`src/verilog/fpu_exc_pkg.sv`:
```
// constants, register map and carrier types of the exception and status unit
package fpu_exc_pkg;
	// apb register byte offsets
	localparam int ADDR_W = 8;
	localparam logic [7:0] OFF_CTRL = 8'h00;
	localparam logic [7:0] OFF_STATUS = 8'h04;
	localparam logic [7:0] OFF_IPTR = 8'h08;
	localparam logic [7:0] OFF_DPTR = 8'h0C;
	localparam logic [7:0] OFF_OPCODE = 8'h10;

	// exception_mode_control layout and reset value
	localparam logic [15:0] CTRL_RESET = 16'h033F;
	localparam logic [15:0] CTRL_WMASK = 16'h1F3F;
	localparam int CTRL_PREC_LO = 8;
	localparam int CTRL_RND_LO = 10;
	localparam int CTRL_INF_BIT = 12;

	// exception flag and mask positions
	localparam int EXC_INV = 0;
	localparam int EXC_DEN = 1;
	localparam int EXC_ZDIV = 2;
	localparam int EXC_OVF = 3;
	localparam int EXC_UNF = 4;
	localparam int EXC_PREC = 5;

	// status word and opcode register positions
	localparam int ST_ES = 7;
	localparam int ST_C0 = 8;
	localparam int ST_C1 = 9;
	localparam int ST_C2 = 10;
	localparam int ST_C3 = 14;
	localparam int OPC_PROT_BIT = 11;

	localparam logic [14:0] EXP_MAX = 15'h7FFF;
	localparam logic [11:0] REAL_ADDR_PAD = 12'h000;

	typedef enum logic [1:0] {
		CC_NONE = 2'b00,
		CC_CMP = 2'b01,
		CC_REM = 2'b10,
		CC_EXAM = 2'b11
	} cc_kind_t;

	typedef enum logic [1:0] {
		REL_GT = 2'b00,
		REL_LT = 2'b01,
		REL_EQ = 2'b10,
		REL_UNORD = 2'b11
	} rel_t;

	typedef enum logic [1:0] {
		RND_NEAR = 2'b00,
		RND_DOWN = 2'b01,
		RND_UP = 2'b10,
		RND_CHOP = 2'b11
	} round_mode_t;

	typedef enum logic [2:0] {
		RESP_NONE = 3'b000,
		RESP_NAN_DEF = 3'b001,
		RESP_NAN_PROP = 3'b010,
		RESP_INF = 3'b011,
		RESP_DENORM = 3'b100,
		RESP_CONT = 3'b101,
		RESP_TRAP = 3'b110
	} resp_t;

	typedef enum logic [2:0] {
		CLS_NORM = 3'b000,
		CLS_UNNORM = 3'b001,
		CLS_INF = 3'b010,
		CLS_ZERO = 3'b011,
		CLS_DENORM = 3'b100,
		CLS_NAN = 3'b101
	} opclass_t;

	typedef struct packed {
		logic valid;
		logic [31:0] esc_addr;
		logic [3:0] prefix_cnt;
		logic has_opnd;
		logic [31:0] opnd_addr;
		logic [10:0] opcode;
		logic prot;
	} instr_start_t;

	typedef struct packed {
		logic valid;
		cc_kind_t kind;
		logic stack_fault;
		logic indeterminate;
		logic div_op;
		logic too_large;
		logic too_small;
		logic res_nonzero;
		logic not_exact;
		rel_t rel;
		logic rem_done;
		logic [2:0] quot;
		logic top_empty;
		logic [79:0] op_a;
		logic [79:0] op_b;
	} exec_report_t;

	typedef struct packed {
		logic [15:0] ctrl;
		logic [5:0] flags;
		logic es;
		logic [3:0] cc;
		logic [31:0] ip;
		logic [31:0] dp;
		logic [10:0] opc;
		logic prot;
		resp_t resp;
		logic [31:0] prdata;
		logic pready;
		logic pslverr;
	} state_t;
endpackage

```
`src/verilog/fpu_exception_status_control.sv`:
```
// exception flags, masks, condition codes, mode control and error pointers
//
// Contract
// (RL1) on each instruction start capture instruction address, operand address and opcode
// (RL2) real mode pointers are 20-bit physical addresses plus an 11-bit opcode
// (RL3) protected mode pointers are the full 32-bit virtual addresses
// (RL4) captured instruction address points at the first prefix byte
// (RL5) compare and test set C3,C2,C0 from the relation, C1 untouched
// (RL6) remainder: complete gives C2=0 and quotient bits, incomplete gives C2=1
// (RL7) examine encodes operand class in four condition bits, C1 is sign
// (RL8) examine reports zero-exponent invalid operands as 1100 or 1110
// (RL9) control bits 5..0 mask the six exceptions
// (RL10) control bits 9..8 select precision, default extended
// (RL11) control bits 11..10 select rounding mode
// (RL12) control bit 12 selects affine or projective infinity
// (RL13) error output asserts when an unmasked exception occurs
// (RL14) stack faults, indeterminate forms and NaN operands raise invalid
// (RL15) NaN means all-ones exponent with nonzero significand
// (RL16) too-large result raises overflow, finite/zero raises zero-divide
// (RL17) too-small nonzero result raises underflow, masked means gradual underflow
// (RL18) smallest exponent with nonzero significand raises denormal operand
// (RL19) unrepresentable exact result raises inexact, masked continues
// (RL20) unmasked exception sets its flag, the summary bit and error output
// (RL21) host traps escape or wait while an unmasked error is pending
// (RL22) on error the faulting instruction and operand addresses are retained
// (RL23) status bit 7 is the summary of unmasked flags and drives error
// (RL24) status bits 5..0 hold the six exception flags
// (RL25) flags stay set until software clears them
`timescale 1ns/1ps
`default_nettype none

module fpu_exception_status_control
	import fpu_exc_pkg::*;
(
	input wire logic clk_sys_i,
	input wire logic nrst_i,
	input wire logic psel_i,
	input wire logic penable_i,
	input wire logic pwrite_i,
	input wire logic [31:0] paddr_i,
	input wire logic [31:0] pwdata_i,
	input wire logic [3:0] pstrb_i,
	output logic [31:0] prdata_o,
	output logic pready_o,
	output logic pslverr_o,
	input wire instr_start_t start_i,
	input wire exec_report_t rep_i,
	output logic error_o,
	output var resp_t resp_o,
	output logic [3:0] cc_o,
	output logic [1:0] prec_o,
	output var round_mode_t round_o,
	output logic affine_o
);

	function automatic opclass_t classify(input logic [79:0] v);
		if (v[78:64] == EXP_MAX) begin
			return (v[62:0] == 63'h0) ? CLS_INF : CLS_NAN; // RL15
		end else if (v[78:64] == 15'h0000) begin
			return (v[63:0] == 64'h0) ? CLS_ZERO : CLS_DENORM;
		end else begin
			return v[63] ? CLS_NORM : CLS_UNNORM;
		end
	endfunction

	// {C3,C2,C1,C0}; C1 always carries the sign
	function automatic logic [3:0] exam_code(input opclass_t c, input logic s,
			input logic empty);
		if (empty) begin
			return {2'b10, s, 1'b1}; // RL7
		end
		case (c)
			CLS_NORM: return {2'b01, s, 1'b0}; // RL7
			CLS_UNNORM: return {2'b00, s, 1'b0};
			CLS_INF: return {2'b01, s, 1'b1};
			CLS_ZERO: return {2'b10, s, 1'b0};
			CLS_DENORM: return {2'b11, s, 1'b0}; // RL8
			default: return {2'b00, s, 1'b1}; // RL7
		endcase
	endfunction

	function automatic logic [31:0] ptr_fmt(input logic [31:0] a, input logic prot);
		return prot ? a : {REAL_ADDR_PAD, a[19:0]}; // RL2 RL3
	endfunction

	function automatic resp_t pick_resp(input logic [5:0] ex, input logic [5:0] msk,
			input logic nan_in);
		if (|(ex & ~msk)) begin
			return RESP_TRAP;
		end else if (ex[EXC_INV]) begin
			return nan_in ? RESP_NAN_PROP : RESP_NAN_DEF; // RL14
		end else if (ex[EXC_ZDIV] | ex[EXC_OVF]) begin
			return RESP_INF; // RL16
		end else if (ex[EXC_UNF]) begin
			return RESP_DENORM; // RL17
		end else begin
			return RESP_CONT; // RL18 RL19
		end
	endfunction

	state_t s_q;
	state_t s_d;
	opclass_t cls_a;
	opclass_t cls_b;
	logic [5:0] det;
	logic [5:0] clr;
	logic [15:0] ctrl_w;
	logic [31:0] rd;
	logic hit;
	logic wr_en;
	logic rd_en;
	logic arith;
	logic nan_in;

	always_comb begin
		s_d = s_q;
		cls_a = classify(rep_i.op_a);
		cls_b = classify(rep_i.op_b);
		det = 6'h00;
		clr = 6'h00;
		ctrl_w = s_q.ctrl;
		rd = 32'h0000_0000;
		hit = 1'b1;
		// one wait state: answer lands on the second access cycle
		rd_en = psel_i & penable_i & ~s_q.pready;
		wr_en = psel_i & penable_i & s_q.pready & pwrite_i;
		arith = rep_i.valid & (rep_i.kind != CC_EXAM);
		nan_in = (cls_a == CLS_NAN) | (rep_i.div_op & (cls_b == CLS_NAN));

		if (paddr_i[ADDR_W-1:0] == OFF_CTRL) begin
			rd = {16'h0000, s_q.ctrl};
		end else if (paddr_i[ADDR_W-1:0] == OFF_STATUS) begin
			rd = {16'h0000, 1'b0, s_q.cc[3], 3'b000, s_q.cc[2:0], s_q.es, 1'b0,
				s_q.flags}; // RL23 RL24
		end else if (paddr_i[ADDR_W-1:0] == OFF_IPTR) begin
			rd = s_q.ip;
		end else if (paddr_i[ADDR_W-1:0] == OFF_DPTR) begin
			rd = s_q.dp;
		end else if (paddr_i[ADDR_W-1:0] == OFF_OPCODE) begin
			rd = {20'h0_0000, s_q.prot, s_q.opc};
		end else begin
			hit = 1'b0;
		end

		s_d.pready = rd_en;
		if (rd_en) begin
			s_d.prdata = pwrite_i ? 32'h0000_0000 : rd;
			s_d.pslverr = ~hit;
		end

		// byte lanes honoured; reserved control bits never stick
		if (wr_en && paddr_i[ADDR_W-1:0] == OFF_CTRL) begin
			if (pstrb_i[0]) begin
				ctrl_w[7:0] = pwdata_i[7:0]; // RL9
			end
			if (pstrb_i[1]) begin
				ctrl_w[15:8] = pwdata_i[15:8]; // RL10 RL11 RL12
			end
		end
		s_d.ctrl = ctrl_w & CTRL_WMASK;

		// write one to clear; a flag raised in the same cycle survives
		if (wr_en && paddr_i[ADDR_W-1:0] == OFF_STATUS && pstrb_i[0]) begin
			clr = pwdata_i[5:0]; // RL25
		end

		if (arith) begin
			det[EXC_INV] = rep_i.stack_fault | rep_i.indeterminate | nan_in; // RL14
			det[EXC_DEN] = (cls_a == CLS_DENORM) |
				(rep_i.div_op & (cls_b == CLS_DENORM)); // RL18
			det[EXC_ZDIV] = rep_i.div_op & (cls_b == CLS_ZERO) &
				(cls_a != CLS_ZERO) & (cls_a != CLS_INF) & (cls_a != CLS_NAN); // RL16
			det[EXC_OVF] = rep_i.too_large; // RL16
			det[EXC_UNF] = rep_i.too_small & rep_i.res_nonzero; // RL17
			det[EXC_PREC] = rep_i.not_exact; // RL19
		end
		s_d.flags = (s_q.flags & ~clr) | det; // RL24 RL25 RL20
		s_d.es = |(s_d.flags & ~s_d.ctrl[5:0]); // RL13 RL20 RL23

		if (rep_i.valid) begin
			s_d.resp = pick_resp(det, s_q.ctrl[5:0], nan_in); // RL9
		end

		if (rep_i.valid) begin
			case (rep_i.kind)
				CC_CMP: begin
					case (rep_i.rel)
						REL_GT: {s_d.cc[3], s_d.cc[2], s_d.cc[0]} = 3'b000; // RL5
						REL_LT: {s_d.cc[3], s_d.cc[2], s_d.cc[0]} = 3'b001;
						REL_EQ: {s_d.cc[3], s_d.cc[2], s_d.cc[0]} = 3'b100;
						default: {s_d.cc[3], s_d.cc[2], s_d.cc[0]} = 3'b111;
					endcase
				end
				CC_REM: begin
					// incomplete reduction leaves the undefined bits as they were
					s_d.cc[2] = ~rep_i.rem_done; // RL6
					if (rep_i.rem_done) begin
						s_d.cc[3] = rep_i.quot[1]; // RL6
						s_d.cc[1] = rep_i.quot[0];
						s_d.cc[0] = rep_i.quot[2];
					end
				end
				CC_EXAM: begin
					s_d.cc = exam_code(cls_a, rep_i.op_a[79], rep_i.top_empty); // RL7 RL8
				end
				default: begin
				end
			endcase
		end

		// pending error freezes the pointers of the faulting instruction
		if (start_i.valid && !s_q.es) begin
			s_d.prot = start_i.prot;
			s_d.ip = ptr_fmt(start_i.esc_addr - 32'(start_i.prefix_cnt),
				start_i.prot); // RL1 RL4 RL22
			if (start_i.has_opnd) begin
				s_d.dp = ptr_fmt(start_i.opnd_addr, start_i.prot); // RL1 RL3
			end else begin
				s_d.dp = ptr_fmt(s_q.dp, start_i.prot);
			end
			// protected format holds no opcode
			s_d.opc = start_i.prot ? 11'h000 : start_i.opcode; // RL2
		end
	end

	always_ff @(posedge clk_sys_i or negedge nrst_i) begin
		if (!nrst_i) begin
			s_q <= '{ctrl: CTRL_RESET, resp: RESP_NONE, default: '0};
		end else begin
			s_q <= s_d;
		end
	end

	assign prdata_o = s_q.prdata;
	assign pready_o = s_q.pready;
	assign pslverr_o = s_q.pslverr;
	assign error_o = s_q.es;
	assign resp_o = s_q.resp;
	assign cc_o = s_q.cc;
	assign prec_o = s_q.ctrl[CTRL_PREC_LO+:2];
	assign round_o = round_mode_t'(s_q.ctrl[CTRL_RND_LO+:2]);
	assign affine_o = s_q.ctrl[CTRL_INF_BIT];

	// checking helpers
	logic [31:0] ip_want;
	logic new_ptr;
	assign ip_want = ptr_fmt(start_i.esc_addr - 32'(start_i.prefix_cnt), start_i.prot);
	assign new_ptr = start_i.valid & ~s_q.es;
endmodule

`default_nettype wire

```
`config.mk`:
```
export PLATFORM = sky130hd
export DESIGN_NAME = fpu_exception_status_control
export DESIGN_NICKNAME = d
export VERILOG_FILES = /design/src/verilog/fpu_exc_pkg.sv /design/src/verilog/fpu_exception_status_control.sv
export SDC_FILE = /design/constraint.sdc
export NUM_CORES = 1
export LEC_CHECK = 0
export BUFFER_PORTS_ARGS = -buffer_cell sky130_fd_sc_hd__buf_2
export CAP_MARGIN = 20
export CORE_AREA = 3 3 147 149
export CTS_BUF_LIST = sky130_fd_sc_hd__clkbuf_8 sky130_fd_sc_hd__clkbuf_16
export DETAILED_ROUTE_END_ITERATION = 12
export DIE_AREA = 0 0 150 152
export PLACE_DENSITY = 0.66
export SYNTH_ARGS = -nofsm -noshare
export SYNTH_HDL_FRONTEND = slang
export SYNTH_SLANG_ARGS = --single-unit
```
`constraint.sdc`:
```
create_clock -name clk_sys_i -period 2.7 [get_ports clk_sys_i]
set_input_delay 0.27 -clock clk_sys_i [delete_from_list [all_inputs] [get_ports clk_sys_i]]
set_output_delay 0.27 -clock clk_sys_i [all_outputs]
set_load 0.05 [all_outputs]
```
-- Yosys cells after proc, flatten, opt, wreduce, memory -nomap -nowiden
Cells that the tools add are included.
- add/subtract/negate cells: 1
- reduce and logical (&&, ||, !) cells: 26
- magnitude comparators: 0
- divide/modulo/power cells: 0
- equality and inequality tests: 25
- muxes and demuxes: 48
- $mul: 0
- shift operators: 0
- bitwise gates (word level): 27
- operator list (operator ; count):
    $mux 32 ; 9
    $logic_not 64->1 ; 2
    $logic_not 63->1 ; 2
    $mux 3 ; 11
    $sub 32x4->32 ; 1
    $eq 15x15->1 const B ; 2
    $logic_not 15->1 ; 2
    $mux 6 ; 4
    $pmux 4 s5 ; 1
    $and 6x6->6 ; 3
    $not 6->6 ; 3
    $eq 8x4->1 const B ; 2
    $mux 1 ; 13
    $and 1x1->1 ; 12
    $eq 3x3->1 const B ; 4
    $mux 12 ; 1
    $reduce_or 6->1 ; 2
    $mux 11 ; 1
    $eq 3x2->1 const B ; 3
    $eq 8x3->1 const B ; 1
    $eq 8x5->1 const B ; 1
    $logic_not 8->1 ; 1
    $mux 4 ; 2
    $reduce_and 2->1 ; 4
    other kinds (23) ; 40
- flip-flop bits (word level): 135
- memories kept: 0
- bits of input ports: 332
- RAM bits: 0
- bits in latches: 0
- memory bits (read-only): 0

-- Longest topological paths before layout
Gate-level depths: netlist of run 1.
- word-level depth: 14
- mapped depth: 10

-- Worst setup path after synthesis of run 1
OpenSTA, ideal clock, no wires.
- kind: input -> register
- start: input paddr_i[0]
- end: register s_q (netlist bit error_o)
- stages: 7
- arrival time: 2.105 ns
- library setup time: 0.066 ns
- slack: 0.529 ns
- cells stage by stage: or4_4 > nor3_4 > and3_1 > buf_6 > mux2_2 > o32a_1 > nand3_2
- RTL lines (item ; RTL line ; RTL):
    start: declaration ; fpu_exception_status_control.sv:40 ; input wire logic [31:0] paddr_i,
    end signal: assignment ; fpu_exception_status_control.sv:228 ; s_q <= '{ctrl: CTRL_RESET, resp: RESP_NONE, default: '0};
    end signal: assignment ; fpu_exception_status_control.sv:230 ; s_q <= s_d;
    end: declaration ; fpu_exception_status_control.sv:101 ; state_t s_q;

==> run_results.csv, run 1 <==
group,metric,value,unit
routing,initialDrtViolationCount,392,
routing,vias_per_cell,5.18,
routing,drtAntennaViolNets,0,
clock_network,cts_resized,0,
synth,ys_seq_area_share,45.0,%
clock_network,cts_made_buffers,17,
finish,fill_cells,1962,
clock_network,htreeDepth,4,
floorplan,start_util,37.1,%
timing,max-slew-margin-rel,50.1,%
finish,drive_above_1_share,40.3,%
setup_path,arrival,2.53,ns
synth,syn_avg_cell_area,9.55,µm²
finish,final_cell_mix,"buf_2 (329), dfrtp_1 (127), nand2_1 (120)",
timing,clock-skew-final,0.0199,ns
synth,syn_nets,1125,
finish,area_delta_synth_final,30.7,%
clock_network,cts_hold_buf,1,
clock_network,clock-root-buffer,"clkbuf_16",
setup_path,required,3.06,ns
setup_path,worstSetupStartpointType,"flop",
grt,grt_pass1_vias,7102,
pwr,peakVddDrop,0.390,mV
timing,fin_crit_sh,80.5,%
setup_path,crit_fanout,6,
setup_path,crit_type,"reg2reg",
place,dp_cells,1328,
routing,drt_first_pass_iters,5,
synth,yosys_warnings,0,
synth,synth_ff_type,"dfrtp_1",
finish,fin_cells,1367,
clock_network,post_cts_buffers,0,
routing,drt_wl_total,25700,µm
routing,wire_per_inst,18.8,µm
timing,finalWorstSetupSlack,0.527,ns
flow_run,drv_cap,0,
synth,syn_inst,788,
clock_network,clockBufferDepth,2,
floorplan,rows,52,
synth,ys_ff_latch,135,
worst_hold_path,hold_path_class,"in2reg",
place,port_buffers,330,
floorplan,pin_count,379,
finish,final_area,9840,µm²
grt,grt_pass1_wl,38800,µm
timing,rsz0062_at_grt,"no",
pwr,p_leak,4.80,nW
pwr,power,5.35,mW
place,post-place-ws,0.148,ns
floorplan,coreArea,20300,µm²
timing,tns,0,ns
grt,antenna_found_initial,7,
setup_path,crit_path_end_kind,"flop",
synth,synthArstFlopShare,100,%
floorplan,die_h,152,µm
clock_network,cts_tree,"done",
status,status,"finished, final reports clean",
synth,synth_cell_types,65,
clock_network,clock_latency,0.43,ns
timing,hold_viol,0,
timing,tightest_slew,0.744,ns
synth,synth_edf_count,0,
clock_network,cts.clk_slew.worst_paths,0.06,ns
clock_network,cts.sinks,135,
timing,setup_viol,0,
grt,grt_usage,22.0,%
timing,slew_viol_final,0,
finish,nNetsFinal,1415,
synth,synth_area,7520,µm²
place,post_dp_cell_area,9210,µm²
place,gp_congestion,0.902,
place,post-dp-hpwl,20500,µm
finish,final_util,48.5,%
routing,drc,0,
timing,timing.fmax,460,MHz
pwr,powerDensity,544,nW/µm²
floorplan,die_w,150,µm
timing,fin_hold_ws,0.0686,ns
routing,dr_total_vias,7080,
grt,grt_overflow,0,
floorplan,die_area,22800,µm²
grt,grt_max_degree,59,
finish,layout_commonest_cell,"buf_2",
timing,fin_crit,2.17,ns
==> cell type report <==
class / count / area, µm² / area share (%)
Multi-Input combinational cell: 553 / 3590 / 36.5
Sequential cell: 135 / 3390 / 34.4
Timing Repair Buffer: 350 / 1820 / 18.5
Clock buffer: 18 / 439 / 4.46
Tap cell: 270 / 338 / 3.43
Clock inverter: 14 / 161 / 1.64
Inverter: 21 / 78.8 / 0.801
Antenna cell: 6 / 15.0 / 0.153
==> sequential cells by signal, summed over array words and instances, names as in the netlist <==
register / cells
affine_o: 1
cc_o: 4
error_o: 1
prdata_o: 32
pready_o: 1
prec_o: 2
pslverr_o: 1
resp_o: 3
round_o: 2
s_q: 88
==> worst paths after layout <==
path,startpoint,end,slack [ns],cells past startpoint
setup reg to reg,pready_o,error_o,0.53,6
min in group asynchronous,nrst_i,s_q[73],0.34,2
hold reg to reg,prdata_o[7],prdata_o[7],0.47,2
max in group asynchronous,nrst_i,s_q[127],1.57,3
setup / recovery,pready_o,error_o,0.53,6
hold / removal,start_i[27],s_q[64],0.07,2
==> synthesized netlist by cell type (4+ instances only) <==
cell	count	share of area (%)
a21oi_1	12	0.80
mux2i_1	33	4.4
nor2_1	25	1.2
xor2_1	5	0.58
clkbuf_1	31	1.5
o21ai_0	81	5.4
o31ai_1	7	0.70
a31oi_1	17	1.4
inv_1	20	1.0
xnor2_1	21	2.4
buf_4	43	4.3
nor2b_1	17	1.4
nand4_1	16	1.3
a221oi_1	16	1.9
nand3_1	9	0.60
mux2_2	30	4.5
dfrtp_1	127	42
dfstp_2	8	2.8
nor3_1	15	1.0
buf_1	4	0.20
nor4_1	42	3.5
a21o_1	11	1.1
nand2_1	120	6.0
ha_1	4	0.67
==> cell families after synthesis <==
group	count (synthesis)	share of synthesized area, %
xor+xnor	26	3.03
fa+ha+maj	5	0.931
simple gates	283	19.9
compound gates	174	14.6
mux	65	9.23
flops	135	45.0
buf+inv	100	7.23
==> report_power, final <==
part	switching [mW]	internal (mW)	total, mW
clock network	0.953	1.41	2.36
logic	0.405	0.330	0.734
registers	0.0892	2.16	2.25
total	1.45	3.90	5.35
==> worst max-delay path, cell delays in order, from the launching register on <==
cell and delay, ns:
dfrtp_1 0.38, and4_1 0.22, and2_1 0.23, and3_1 0.40, mux2_2 0.41, o32a_1 0.38
nand3_2 0.08
==> per-layer routing <==
layer	part of all wire [%]	global-route usage [%]	up-vias
li1	-	-	3410
met1	43	28.5	3345
met2	47	35.8	286
met3	8.3	6.40	33
met4	1.6	6.14	6
met5	0.15	0	-
Power figures use the tool's default switching activity.
==> inputs of run 2 (changes only) <==
Settings changed: ABC_AREA set to 1, PLACE_DENSITY 0.66 to 0.69.
Clock period 2.7 ns to 2 ns, I/O delays scaled along.
==> run_results.csv, run 2 <==
group,metric,value,unit
timing,tns,0,ns
routing,initialDrtViolationCount,417,
place,post-dp-hpwl,22300,µm
flow_run,drv_cap,0,
clock_network,clock-root-buffer,"clkbuf_16",
grt,grt_pass1_vias,8031,
place,dp_cells,1641,
clock_network,cts_made_buffers,17,
routing,drt_wl_total,27300,µm
synth,syn_nets,1406,
finish,register_area,3390,µm²
synth,ys_seq_area_share,42.6,%
routing,drtAntennaViolNets,0,
synth,synth_ff_type,"dfrtp_1",
finish,multi_input_area,3670,µm²
timing,slew_viol_final,0,
worst_hold_path,min_to,"prec_o[1]",
pwr,p_seq_share,40.6,%
grt,antenna_found_initial,2,
setup_path,crit_path_end_kind,"flop",
setup_path,reg2regPathDepth,6,
timing,fin_hold_ws,0.0137,ns
floorplan,start_util,39.2,%
routing,drc,0,
synth,netlist_top_cells_count,"nand2_1 (210), nor2_1 (199), dfrtp_1 (127)",
pwr,p_leak,5.31,nW
finish,largest_reg_flops,88,
setup_path,worstSetupStartpointType,"flop",
clock_network,clockBufferDepth,2,
synth,synth_cell_types,51,
finish,final_util,51.7,%
setup_path,rr_endpoint,"s_q[77]",
pwr,netSwitchingFraction,26.8,%
pwr,combPwrFrac,15.2,%
setup_path,reg2reg_from,"error_o",
synth,synth_top_area_share,39.9,%
pwr,clkPwrFrac,44.3,%
pwr,p_sw,1.98,mW
synth,syn_inst,1069,
grt,grt_pass1_wl,41900,µm
setup_path,crit_type,"reg2reg",
floorplan,die_area,22800,µm²
worst_hold_path,hp-start,"pwdata_i[9]",
grt,grt_overflow,0,
finish,fill_cells,2005,
clock_network,clock_latency,0.43,ns
finish,final_cell_mix,"buf_2 (329), nand2_1 (209), nor2_1 (198)",
grt,grt-busiest-layer,"met2",
setup_path,crit_fanout,23,
finish,nNetsFinal,1729,
clock_network,cts.clk_slew.worst_paths,0.06,ns
finish,layout_commonest_cell,"buf_2",
floorplan,die_h,152,µm
timing,fin_crit,1.72,ns
clock_network,cts_tree,"done",
setup_path,arrival,2.06,ns
timing,clock-skew-final,0.0108,ns
grt,grt_usage,23.6,%
timing,fin_crit_sh,86.2,%
worst_hold_path,holdPathStages,2,
timing,tightest_slew,0.595,ns
timing,timing.fmax,580,MHz
synth,synthTopCellsByArea,"dfrtp_1 (40%), nand2_1 (9.9%), nor2_1 (9.4%), inv_1 (5.2%), buf_4 (4.1%)",
routing,wire_per_inst,16.3,µm
pwr,powerDensity,705,nW/µm²
synth,synth_edf_count,0,
pwr,power.internal,5.41,mW
clock_network,post_cts_buffers,0,
pwr,peakVddDrop,0.547,mV
timing,max-slew-margin-rel,60.4,%
floorplan,rows,52,
synth,yosysMostFrequentCell,"nand2_1",
synth,synthArstFlopShare,100,%
floorplan,coreArea,20300,µm²
place,gp_congestion,0.872,
routing,dr_total_vias,8157,
grt,grt_use_met2,37.8,%
routing,drt_first_pass_iters,5,
routing,vias_per_cell,4.87,
timing,rsz0062_at_grt,"no",
floorplan,pin_count,379,
pwr,power,7.39,mW
finish,fin_cells,1676,
setup_path,reg2reg_setup_slack,0.28,ns
finish,area_delta_synth_final,31.9,%
finish,drive_above_1_share,32.5,%
grt,grt_use_met1,31.3,%
clock_network,cts.sinks,135,
synth,syn_avg_cell_area,7.44,µm²
grt,grt.met3_usage,6.73,%
setup_path,required,2.34,ns
status,status,"finished, final reports clean",
worst_hold_path,hold_path_class,"in2reg",
floorplan,die_w,150,µm
synth,yosys_warnings,0,
place,port_buffers,330,
synth,synth.largest_area_cell,"dfrtp_1",
synth,synth_area,7960,µm²
finish,top_register,"s_q",
timing,hold_viol,0,
grt,grt_max_degree,63,
synth,ys_ff_latch,135,
timing,setup_viol,0,
clock_network,htreeDepth,4,
run 2: cell count changes in the layout (fill, tap and decap cells not counted), sizes merged, moves of 15 or more:
cell and delta:
nor2 +185, nand2 +95, inv +94, nand3 +51, nor4 -45, mux2i -33
a21oi +25, buf +24, mux2 -24, nor2b -17, o21ai +17, xnor2 -17
a22o +16, o22ai +15
run 2: worst max-delay path, stage by stage (launching register included):
cell	delay, ns
dfrtp_1	0.46
nor2_2	0.31
inv_2	0.21
nor2_2	0.14
buf_4	0.27
nand3_1	0.13
o21ai_0	0.11
run 2: cell families after synthesis:
family	count (synthesis)	share of synthesized area, %
flip-flops	135	42.6
multiplexers	8	1.13
AND/OR/NAND/NOR	517	28.0
adder cells (fa/ha/maj)	5	0.881
AO/OA/AOI/OAI	203	14.9
XOR/XNOR	11	1.21
buffers and inverters	190	11.3
run 2: how the worst max path moves through the flow:
stage	end	depth (start not counted)	start	slack, ns
6_report	s_q[77]	6	error_o	0.28
5_1_grt	error_o	9	pready_o	0.06
4_1_cts	error_o	9	pready_o	0.19
3_5_place_dp	s_q[107]	13	start_i[49]	-0.10
3_3_place_gp	s_q[107]	13	start_i[49]	-0.06
2_1_floorplan	error_o	10	pready_o	0.12
run 2: per-stage QoR:
stage                     instance area (µm²)  worst slack [ns]
after global routing                    10500            0.0632
after CTS                               10500             0.192
after floorplan                          7960             0.118
after detailed placement                 9850            -0.102
final                                   10500             0.276
after global placement                   9850           -0.0570
run 2: cell type report:
cell class,count,area share (%)
multi-input cells,744,35.0
flip-flops and latches,135,32.3
repair buffers,375,19.3
clock buffers,20,4.45
inverters,119,4.26
well taps,270,3.22
clock inverters,12,1.44
diodes,1,0.0239
run 2: power groups by stage:
stage               Sequential, mW  Clock, mW  Combinational (mW)
floorplan                     3.03          0               0.554
global placement              3.04          0                1.10
detailed placement            3.04          0                1.12
CTS                           3.00       3.31                1.13
global route                  3.02       3.45                1.26
finish                        3.00       3.27                1.12
run 2: metal layers:
layer | vias up | part of all wire (%) | wire length (µm)
met2 | 319 | 46 | 12500
met3 | 35 | 9.0 | 2460
met1 | 3724 | 43 | 11800
met4 | 2 | 1.9 | 531
li1 | 4077 | - | -
met5 | - | 0.048 | 13
run 2: repair_timing:
item                                    in CTS  in global routing
hold endpoints to repair                    58                  0
gates resized for setup                      0                  1
hold buffers                                 2                  0
endpoints found under the setup margin       0                  1
==> inputs of run 3 (changes only) <==
Clock period 2 ns to 1.8 ns, I/O delays scaled along.
==> run_results.csv, run 3 (synthesis gave the netlist of run 2 again) <==
group,metric,value,unit
status,status,"finished, final reports clean",
clock_network,cts_tree,"done",
clock_network,clock_latency,0.42,ns
floorplan,rows,52,
pwr,netSwitchingFraction,25.7,%
pwr,clkPwrFrac,45.3,%
setup_path,crit_chain,"nand4_1 -> nor2_2 -> nand2_2 -> nand2_1 -> o21ai_0 -> nand2_1 -> nand3_1 -> nor2_1 -> nand3_1",
clock_network,cts_made_buffers,17,
setup_path,cp_top_family,"simple AND/OR/NAND/NOR gates",
floorplan,pin_count,379,
finish,largest_reg_flops,88,
routing,vias_per_cell,4.85,
floorplan,coreArea,20300,µm²
worst_hold_path,hp-start,"start_i[1]",
pwr,peakVddDrop,0.536,mV
timing,hold_viol,0,
grt,grt_usage,23.7,%
setup_path,crit_fanout,12,
timing,timing.fmax,606,MHz
timing,max-slew-margin-rel,65.8,%
place,post_dp_cell_area,9990,µm²
floorplan,die_h,152,µm
pwr,p_sw,2.17,mW
pwr,p_seq_share,39.3,%
setup_path,cp_num_cells,9,
routing,wire_per_inst,16.2,µm
place,post-dp-hpwl,22600,µm
setup_path,rr_endpoint,"error_o",
routing,drt_first_pass_iters,5,
routing,drt_wl_total,27700,µm
clock_network,cts.clk_slew.worst_paths,0.06,ns
routing,drtAntennaViolNets,0,
setup_path,slowest_stage,"dfrtp_2",
pwr,p_leak,5.50,nW
grt,grt_pass1_wl,42300,µm
place,gp_congestion,0.870,
finish,fin_cells,1711,
setup_path,reg2regPathDepth,9,
routing,initialDrtViolationCount,455,
setup_path,worstSetupStartpointType,"flop",
setup_path,reg2reg_setup_slack,0.15,ns
finish,multi_input_area,3710,µm²
clock_network,htreeDepth,4,
setup_path,cp-startpoint,"pready_o",
place,dp_cells,1657,
setup_path,max_stage_delay,0.38,ns
grt,grt_overflow,0,
floorplan,start_util,39.2,%
finish,final_cell_mix,"buf_2 (329), nand2_1 (208), nor2_1 (195)",
worst_hold_path,holdPathStages,3,
flow_run,drv_cap,0,
finish,register_area,3390,µm²
finish,drive_above_1_share,34.1,%
timing,tightest_slew,0.510,ns
timing,clock-skew-final,0.0112,ns
finish,top_register,"s_q",
worst_hold_path,hold_path_class,"in2reg",
finish,layout_commonest_cell,"buf_2",
finish,nNetsFinal,1762,
grt,grt_max_degree,63,
timing,fin_crit_sh,91.7,%
finish,fill_cells,1953,
floorplan,die_w,150,µm
timing,fin_crit,1.65,ns
timing,slew_viol_final,0,
timing,rsz0062_at_grt,"yes",
pwr,powerDensity,778,nW/µm²
grt,grt_pass1_vias,8196,
pwr,combPwrFrac,15.4,%
worst_hold_path,min_to,"s_q[38]",
setup_path,arrival,1.94,ns
finish,final_area,10900,µm²
setup_path,critPathBufInv,0,
grt,antenna_found_initial,5,
timing,fin_hold_ws,0.0131,ns
place,port_buffers,330,
timing,setup_viol,0,
clock_network,cts.sinks,135,
setup_path,required,2.09,ns
setup_path,crit_path_end_kind,"flop",
finish,area_delta_synth_final,36.7,%
pwr,power.internal,6.29,mW
timing,tns,0,ns
clock_network,clock-root-buffer,"clkbuf_16",
floorplan,die_area,22800,µm²
setup_path,crit_type,"reg2reg",
clock_network,clockBufferDepth,2,
routing,drc,0,
routing,dr_total_vias,8299,
setup_path,reg2reg_from,"pready_o",
==> run 3: changes by cell type in the layout (fill, tap and decap cells not counted), moves of 2 or more <==
cell and delta:
diode_2 +2, buf_4 +20, buf_12 +2, ha_1 -2, nor2_1 -3, clkinvlp_4 -2, dlygate4sd3_1 +11, nor2_2 +2
bufinv_16 +2
==> run 3: final cells by class <==
cell class / instances / area share (%)
clock buffers: 19 / 4.16
repair buffers: 408 / 21.4
diodes: 3 / 0.0690
well taps: 270 / 3.11
inverters: 119 / 4.11
multi-input cells: 744 / 34.1
flip-flops and latches: 135 / 31.2
clock inverters: 13 / 1.85
==> run 3: what timing repair did <==
item                                    CTS  global route
gates resized for setup                   0             9
setup buffers                             0             6
endpoints found under the hold margin    52             0
endpoints found under the setup margin    0            11
hold buffers                             13             0
==> run 3: worst max-delay path by stage <==
stage	end	slack, ns
2_1_floorplan	s_q[106]	-0.006
3_3_place_gp	s_q[107]	-0.21
3_5_place_dp	s_q[107]	-0.29
4_1_cts	error_o	0.008
5_1_grt	error_o	-0.06
6_report	error_o	0.15
==> run 3: power groups by stage <==
stage	clock [mW]	sequential, mW	combinational, mW
floorplan	0	3.37	0.618
global placement	0	3.37	1.25
detailed placement	0	3.38	1.27
CTS	3.90	3.33	1.30
global route	4.02	3.35	1.46
finish	3.83	3.33	1.30
==> run 3: routing by layer <==
metal	share of wire (%)	GRT usage, %	vias to the layer above	wire length [µm]
met2	46	37.5	316	12700
met1	43	31.4	3774	11900
met4	2.1	7.28	4	588
li1	-	-	4168	-
met3	9.0	6.73	37	2500
met5	0.083	0	-	23
==> run 3: through the flow <==
step	util [%]	total power, mW	setup slack [ns]
detailed placement	49.2	4.65	-0.288
CTS	53.1	8.52	0.00768
global route	53.6	8.82	-0.0567
finish	53.6	8.46	0.149
floorplan	-	3.98	-0.00597
global placement	49.2	4.62	-0.206
==> run 3: tightest hold or removal path, cell delays in order <==
cell,delay [ns]
buf_2,0.09
nand3_1,0.07
o21ai_0,0.06
